### config.mk
export PLATFORM = sky130hd
export DESIGN_NAME = sscirq_top
export DESIGN_NICKNAME = d
export VERILOG_FILES = /design/src/verilog/sscirq_pkg.sv /design/src/verilog/sscirq_edge.sv /design/src/verilog/sscirq_regs.sv /design/src/verilog/sscirq_top.sv
export SDC_FILE = /design/constraint.sdc
export NUM_CORES = 1
export LEC_CHECK = 0
export BUFFER_PORTS_ARGS = -buffer_cell sky130_fd_sc_hd__buf_2
export CORE_MARGIN = 5
export CORE_UTILIZATION = 34
export CTS_CLUSTER_DIAMETER = 50
export DETAILED_ROUTE_END_ITERATION = 8
export HOLD_SLACK_MARGIN = 0.05
export PLACE_DENSITY = 0.88
export SYNTH_ARGS = -nofsm -noshare
export SYNTH_HDL_FRONTEND = slang
export SYNTH_SLANG_ARGS = --single-unit
### constraint.sdc
create_clock -name core_clk -period 1.75 [get_ports core_clk]
set_input_delay 0.2625 -clock core_clk [delete_from_list [all_inputs] [get_ports core_clk]]
set_output_delay 0.2625 -clock core_clk [all_outputs]
set_load 0.02 [all_outputs]
### src/verilog/sscirq_pkg.sv
package sscirq_pkg;
    // ------------------------------------------------------------
    // Register map
    // ------------------------------------------------------------
    localparam logic [11:0] OFFS_FLAGS = 12'h000;
    localparam logic [11:0] OFFS_ENABLES = 12'h004;
    localparam logic [31:0] RESET_FLAGS = 32'h0000_0000;
    localparam logic [31:0] RESET_ENABLES = 32'h0000_0000;
    localparam int NUM_EVT = 4;
    localparam int BIT_CARD_STATUS = 0;
    localparam int BIT_DETECT_ONE = 1;
    localparam int BIT_DETECT_TWO = 2;
    localparam int BIT_POWER_CYCLE = 3;
    localparam logic [1:0] DETECT_EN_ON = 2'b11;
    localparam logic [27:0] RSVD_ZERO = 28'h000_0000;

    // ------------------------------------------------------------
    // Carriers
    // ------------------------------------------------------------
    typedef struct packed {
        logic power_cycle_state;
        logic detect_two_state;
        logic detect_one_state;
        logic card_status_state;
    } sscirq_status_t;

    typedef struct packed {
        logic rd;
        logic wr;
        logic [11:0] addr;
        logic [31:0] wdata;
    } sscirq_req_t;

    typedef enum logic [1:0] {
        SSC_RUN = 2'b00,
        SSC_CRST = 2'b01,
        SSC_REARM = 2'b10
    } sscirq_state_t;
endpackage : sscirq_pkg

### src/verilog/sscirq_edge.sv
`timescale 1ns/100ps
// Change detector for one watched status line
module sscirq_edge (
    input wire logic core_clk,
    input wire logic sys_rst,
    input wire logic level,
    input wire logic rise_only,
    input wire logic rearm,
    output logic hit
);
    logic prev_q;
    logic prev_d;
    wire logic rose = level & ~prev_q;
    wire logic fell = ~level & prev_q;

    assign prev_d = level;
    // Rearm re-reports a still-asserted level after card reset
    assign hit = rose | (fell & ~rise_only) | (rearm & level);

    always_ff @(posedge core_clk) begin
        if (sys_rst) begin
            prev_q <= 1'b0;
        end else begin
            prev_q <= prev_d;
        end
    end
endmodule : sscirq_edge

### src/verilog/sscirq_regs.sv
`timescale 1ns/100ps
// Register read mux
module sscirq_regs (
    input wire logic core_clk,
    input wire logic sys_rst,
    input wire sscirq_pkg::sscirq_req_t req,
    input wire logic [3:0] flags,
    input wire logic [3:0] enables,
    output logic [31:0] rdata
);
    logic [31:0] rdata_q;
    wire logic sel_flags = req.addr == sscirq_pkg::OFFS_FLAGS;
    wire logic sel_en = req.addr == sscirq_pkg::OFFS_ENABLES;
    wire logic [31:0] rdata_d = !req.rd ? rdata_q :
        sel_flags ? {sscirq_pkg::RSVD_ZERO, flags} :
        sel_en ? {sscirq_pkg::RSVD_ZERO, enables} : 32'h0000_0000;

    assign rdata = rdata_q;

    always_ff @(posedge core_clk) begin
        if (sys_rst) begin
            rdata_q <= 32'h0000_0000;
        end else begin
            rdata_q <= rdata_d;
        end
    end
endmodule : sscirq_regs

### src/verilog/sscirq_top.sv
`timescale 1ns/100ps
// Operation
// - Flags record change only, not new value
// - Writing one clears flag, zero keeps
// - Force write of one sets flag
// - Bus reset clears every flag
// - Leaving card reset re-sets flags of lines still high, except power cycle
// - Bits 31 to 4 read zero
// - Power-cycle change sets flag bit 3
// - Detect-two change sets flag bit 2
// - Detect-one change sets flag bit 1
// - CardBus card: rising card status only
// - 16-bit card: both card status edges
// - Enables never stop flags being set
// - Enable bit 3 gates power-cycle interrupt
// - Detect enable field 11 on, 00 off
// - Enable bit 0 gates card-status interrupt
// - Registers at offsets from socket base
module sscirq_top (
    input wire logic core_clk,
    input wire logic sys_rst,
    input wire sscirq_pkg::sscirq_req_t req,
    output logic [31:0] rdata,
    input wire sscirq_pkg::sscirq_status_t status,
    input wire logic cardbus_card,
    input wire logic card_reset,
    input wire logic [3:0] force_set,
    output logic status_change_interrupt
);
    // ------------------------------------------------------------
    // State
    // ------------------------------------------------------------
    logic [3:0] flags_q;
    logic [3:0] flags_d;
    logic [3:0] enables_q;
    logic [3:0] enables_d;
    logic crst_q;
    logic [3:0] hit;
    logic [3:0] lvl;

    // ------------------------------------------------------------
    // Decode
    // ------------------------------------------------------------
    // Socket base is decoded upstream; only the offset arrives here
    wire logic wr_flags = req.wr && req.addr == sscirq_pkg::OFFS_FLAGS;
    wire logic wr_en = req.wr && req.addr == sscirq_pkg::OFFS_ENABLES;
    wire logic rearm = crst_q & ~card_reset;
    wire logic [3:0] clr = wr_flags ? req.wdata[3:0] : 4'h0;

    assign lvl = status;

    genvar g;
    generate
        for (g = 0; g < sscirq_pkg::NUM_EVT; g++) begin : g_evt
            sscirq_edge u_edge (
                .core_clk(core_clk),
                .sys_rst(sys_rst),
                .level(lvl[g]),
                .rise_only((g == sscirq_pkg::BIT_CARD_STATUS) && cardbus_card),
                .rearm(rearm && (g != sscirq_pkg::BIT_POWER_CYCLE)),
                .hit(hit[g])
            );
        end
    endgenerate

    // Set wins over clear; enables play no part here
    assign flags_d = (flags_q & ~clr) | hit | force_set;
    assign enables_d = wr_en ? req.wdata[3:0] : enables_q;

    // Detect flags share the two-bit field; only 11 enables them
    wire logic det_on = enables_q[2:1] == sscirq_pkg::DETECT_EN_ON;
    wire logic irq_d = (flags_q[sscirq_pkg::BIT_POWER_CYCLE] & enables_q[3])
        | ((flags_q[sscirq_pkg::BIT_DETECT_ONE] | flags_q[sscirq_pkg::BIT_DETECT_TWO]) & det_on)
        | (flags_q[sscirq_pkg::BIT_CARD_STATUS] & enables_q[0]);

    assign status_change_interrupt = irq_d;

    always_ff @(posedge core_clk) begin
        if (sys_rst) begin
            flags_q <= sscirq_pkg::RESET_FLAGS[3:0];
            enables_q <= sscirq_pkg::RESET_ENABLES[3:0];
            crst_q <= 1'b0;
        end else begin
            flags_q <= flags_d;
            enables_q <= enables_d;
            crst_q <= card_reset;
        end
    end

    sscirq_regs u_regs (
        .core_clk(core_clk),
        .sys_rst(sys_rst),
        .req(req),
        .flags(flags_q),
        .enables(enables_q),
        .rdata(rdata)
    );
endmodule : sscirq_top

# ---- Word-level counts from Yosys, hierarchy flattened
# Cells that the tools add are included.
dict set report op_classes {
  div 0
  order_cmp 0
  multipliers 0
  bitwise_logic 40
  eq_ne 2
  add_sub_neg 0
  n_shift 0
  muxes 3
  n_reduce_logical 3
}
# cell n
set ops {}
lappend ops {{32-bit 2-to-1 mux} 1}
lappend ops {{1-bit bitwise AND} 16}
lappend ops {{12-bit by 3-bit == test with 1-bit output (second input constant)} 1}
lappend ops {{12-bit logical NOT} 1}
lappend ops {{1-bit NOT} 10}
lappend ops {{1-bit bitwise OR} 10}
lappend ops {{4-bit 2-to-1 mux} 2}
lappend ops {{4-bit bitwise OR} 2}
lappend ops {{4-bit bitwise AND} 1}
lappend ops {{4-bit NOT} 1}
lappend ops {{2-bit == test (second input constant)} 1}
lappend ops {{1-bit logical AND} 2}
dict set report word_totals {
  reg_bits 45
  ram_bits 0
  latch_bits 0
  memories 0
  rom_bits 0
}

# ---- Depth between registers and ports, before layout
dict set report depth {
  ltp_word 7
  mapped_depth 4
  depth_no_buf 3
}

# ---- Cells and area by module
# Synthesis repeated with hierarchy kept, for this count alone.
dict set report unflattened {
  cells_unflattened 119
  area_unflattened_um2 1066.0
}
# module seq_area_each_um2 instances area_per_inst_um2 cells_per_inst
set modules_own_cells {}
lappend modules_own_cells {sscirq_top 180.2 1 436.7 47}
lappend modules_own_cells {sscirq_regs 80.1 1 419.2 52}
lappend modules_own_cells {sscirq_edge 20.0 4 52.6 5}

# ---- Least setup slack after synthesis
# OpenSTA, ideal clock, no wires.
dict set report synth_timing {
  path_kind {input to register}
  startpoint {input port req[37] (netlist name)}
  endpoint {register u_regs.rdata_q[0] (netlist: u_regs.rdata[0])}
  setup_ns 0.069
  stages 4
  path_slack_ns 0.089
  n_path_buf 1
  arrival_ns 1.592
  required_ns 1.681
  cell_sequence {or4_1 buf_2 or4_4 o21ai_1}
}
dict set report synth_between {
  elab_chain_cells 3
}
# element line_no
set synth_lines {}
lappend synth_lines {{start, declared} sscirq_top.sv:22} ;# input wire sscirq_pkg::sscirq_req_t req,
lappend synth_lines {{12-bit by 3-bit == test with 1-bit output} sscirq_regs.sv:13} ;# wire logic sel_en = req.addr == sscirq_pkg::OFFS_ENABLES;
lappend synth_lines {{4-bit 2-to-1 mux} sscirq_regs.sv:16} ;# sel_en ? {sscirq_pkg::RSVD_ZERO, enables} : 32'h0000_0000;
lappend synth_lines {{32-bit 2-to-1 mux *} sscirq_regs.sv:15} ;# sel_flags ? {sscirq_pkg::RSVD_ZERO, flags} :
lappend synth_lines {{end signal, assigned} sscirq_regs.sv:24} ;# rdata_q <= rdata_d;
lappend synth_lines {{end, declared} sscirq_regs.sv:11} ;# logic [31:0] rdata_q;
# Mark *: on every way between the ends. The rest lies on a longest branch, timed or not.
# A chain may end at the register's enable or synchronous reset.

# ---- Worst setup path after layout
dict set report layout_timing {
  startpoint {input port req[43] (netlist name)}
  endpoint {register u_regs.rdata_q[1] (netlist: u_regs.rdata[1])}
}
# Same word-level chain as after synthesis.

==> results by group <==
Clock tree
  • CTS tree: done
  • Postcts setup bufs: 0
  • Max Root-Sink Buffers: 2
  • Clock Latency Late Sink: 280 ps
  • CTS Hold Bufs: 0
  • Gates resized, CTS repair: 0
  • Clock transition at path regs: 90 ps
  • CTS Buf Count: 3
  • # clock sinks: 17
  • Root buf cell: clkbuf_4
  • H-tree Lvls: 1

Drt
  • WL final: 2090 um
  • Routed vias/inst: 4.36
  • DRC Markers: 0
  • Antenna-violating nets left: 0
  • Routed length per instance: 11.1 um
  • DR pass1 iterations: 4
  • Vias post-DR: 820
  • DRT iter0 DRCs: 12

Worst setup path
  • CP Capture Type: flop
  • WP data required: 1970 ps
  • Worst EP arrival: 1720 ps
  • Worst R2R Path Depth: 3
  • Worst setup path start: req[43]
  • Worst flop-to-flop path startpoint: g_evt[2].u_edge.prev_q
  • Startpoint types: primary input
  • Crit Path Category: primary input to flop
  • Crit-path max FO: 6

Hold path
  • Type of the worst min-delay path: primary input to flop
  • Hold path startpoint: status[2]
  • WHS Path Cells: 2

Layout
  • ANT cells: 0
  • Most common cell after layout, fill and taps aside: buf_2
  • NumNets Final: 214
  • Layout Utilization: 0.393
  • Design Area, Final: 0.00117 mm2
  • Commonest non-fill, non-tap cells in the layout: buf_2, conb_1, dfxtp_1
  • Layout cell share with drive strength beyond 1: 0.290
  • Area Growth Syn to Fin: 13.7%

STA
  • Final period util: 0.859
  • Slew Viols, Final: 0
  • Final Hold Viols: 0
  • Final Setup Violations: 0
  • Clock skew: 1.97 ps
  • Min cycle time layout: 1500 ps
  • Unrepaired setup endpoints after global routing: no
  • Max Freq: 665 MHz

Floorplanning
  • Die Span Y: 65.0 um
  • Core Rows: 20
  • Die width: 65.0 um
  • I/O pins: 91
  • Initial Utilization: 0.346
  • Core area: 0.00298 mm2
  • DIE AREA: 0.00423 mm2

Run status
  • Outcome: complete, no violations

Synthesis
  • Seq/Total Area, Yosys: 0.330
  • Warnings, synthesis: 0
  • Synthesized instance count: 118
  • Cell variety after synth: 27
  • Average size of a mapped cell: 8.73 um2
  • Mapped Area: 0.00103 mm2
  • FF+latch count, synth: 17

GRT
  • Number of global-route vias before repair: 758
  • Pin count of the biggest net entering global routing: 19
  • Met1 Track Usage GR: 0.105
  • GR Util met2: 0.171
  • GRT Max-Usage Layer: met2
  • Gr ovfl total: 0
  • Met3 Use GR: 0.0381
  • All-layer global routing usage: 0.0960
  • First-pass GRT wire length: 3210 um
  • Initial antenna violation count: 0

Place
  • GPL Wtd Cong: 0.829
  • Post-Place Cell Area: 0.00114 mm2
  • IO buf count: 34
  • Detailed Place HPWL: 1800 um

Run
  • Maxcap violations: 0

Pwr
  • Maximum vdd ir drop: 362 uV
  • Lkg Pwr: 0.558 nW
  • PD cells: 648 mW/mm2
[state kept, by name, summed over array words and instances (netlist names)]
register / flops
crst_q: 1
u_regs.rdata: 4
enables_q: 4
g_evt.u_edge.prev_q: 4
flags_q: 4
[metrics by stage]
stage | hold slack [ps] | TNS [ps] | power, W | cells | setup WS, ps
2_1_floorplan | 391 | 0 | 0.000564 | 145 | 88.8
3_3_place_gp | 433 | -169 | 0.000563 | 184 | -44.8
3_5_place_dp | 438 | -268 | 0.000567 | 184 | -63.3
4_1_cts | 208 | 0 | 0.000768 | 188 | 241
5_1_grt | 203 | 0 | 0.000808 | 188 | 189
6_report | 213 | 0 | 0.000759 | 188 | 247
[per-layer routing]
| layer | routed length (um) | part of all wire |
|---|---|---|
| met5 | 0 | 0 |
| met4 | 8 | 0.0038 |
| met3 | 180 | 0.086 |
| met2 | 1140 | 0.54 |
| met1 | 766 | 0.37 |
[cell families after synthesis]
group	after synthesis	synth area share
AOI/OAI and AO/OA	17	0.107
xor gates and xnor gates	1	0.00851
buffers and inverters	36	0.236
DFF	17	0.331
muxes	8	0.0778
other	1	0.00364
and+or+nand+nor	38	0.237
[final timing paths]
| path | endpoint | slack [ps] |
|---|---|---|
| max | u_regs.rdata[1] | 250 |
| min reg2reg | u_regs.rdata[2] | 450 |
| min | g_evt[2].u_edge.prev_q | 210 |
| max reg2reg | flags_q[2] | 880 |
[worst max-delay path, cell delays in order]
cell	delay (ps)
buf_2	90
or4_1	670
or4_4	550
o21ai_1	140
[cell usage after synthesis]
master | instances | area [um2]
o211ai_1 | 1 | 7.51
or4_4 | 1 | 11.3
a22oi_1 | 1 | 7.51
inv_1 | 4 | 15.0
or3_1 | 1 | 6.26
nand2_1 | 8 | 30.0
o21ai_1 | 4 | 20.0
o41ai_1 | 4 | 35.0
mux2i_1 | 8 | 80.1
buf_4 | 28 | 210
clkbuf_1 | 2 | 7.51
nor2_1 | 2 | 7.51
xor2_1 | 1 | 8.76
o22ai_1 | 1 | 6.26
nand2b_1 | 9 | 56.3
nor4_4 | 1 | 21.3
nor2b_1 | 7 | 43.8
a21oi_1 | 1 | 5.00
o21ai_0 | 2 | 10.0
or2_2 | 2 | 12.5
buf_2 | 2 | 10.0
conb_1 | 1 | 3.75
a31oi_1 | 3 | 18.8
dfxtp_1 | 17 | 340
or4b_1 | 1 | 10.0
nand3b_1 | 4 | 30.0
or4_1 | 2 | 15.0
[power breakdown]
| group | switching [W] | total [W] | internal, W |
|---|---|---|---|
| Combinational | 0.0000981 | 0.000152 | 0.0000537 |
| Sequential | 0.00000761 | 0.000407 | 0.000400 |
| Clock | 0.000112 | 0.000200 | 0.0000885 |
| Total | 0.000217 | 0.000759 | 0.000542 |
[layout make-up]
type                            instances  area, um2
Tap cell                               33       41.3
Sequential cell                        17        340
Multi-Input combinational cell         92        548
Timing Repair Buffer                   38        200
Fill cell                             327       1810
Clock buffer                            4       26.3
Inverter                                4       15.0
No activity file was read; power rests on OpenSTA's default activity.
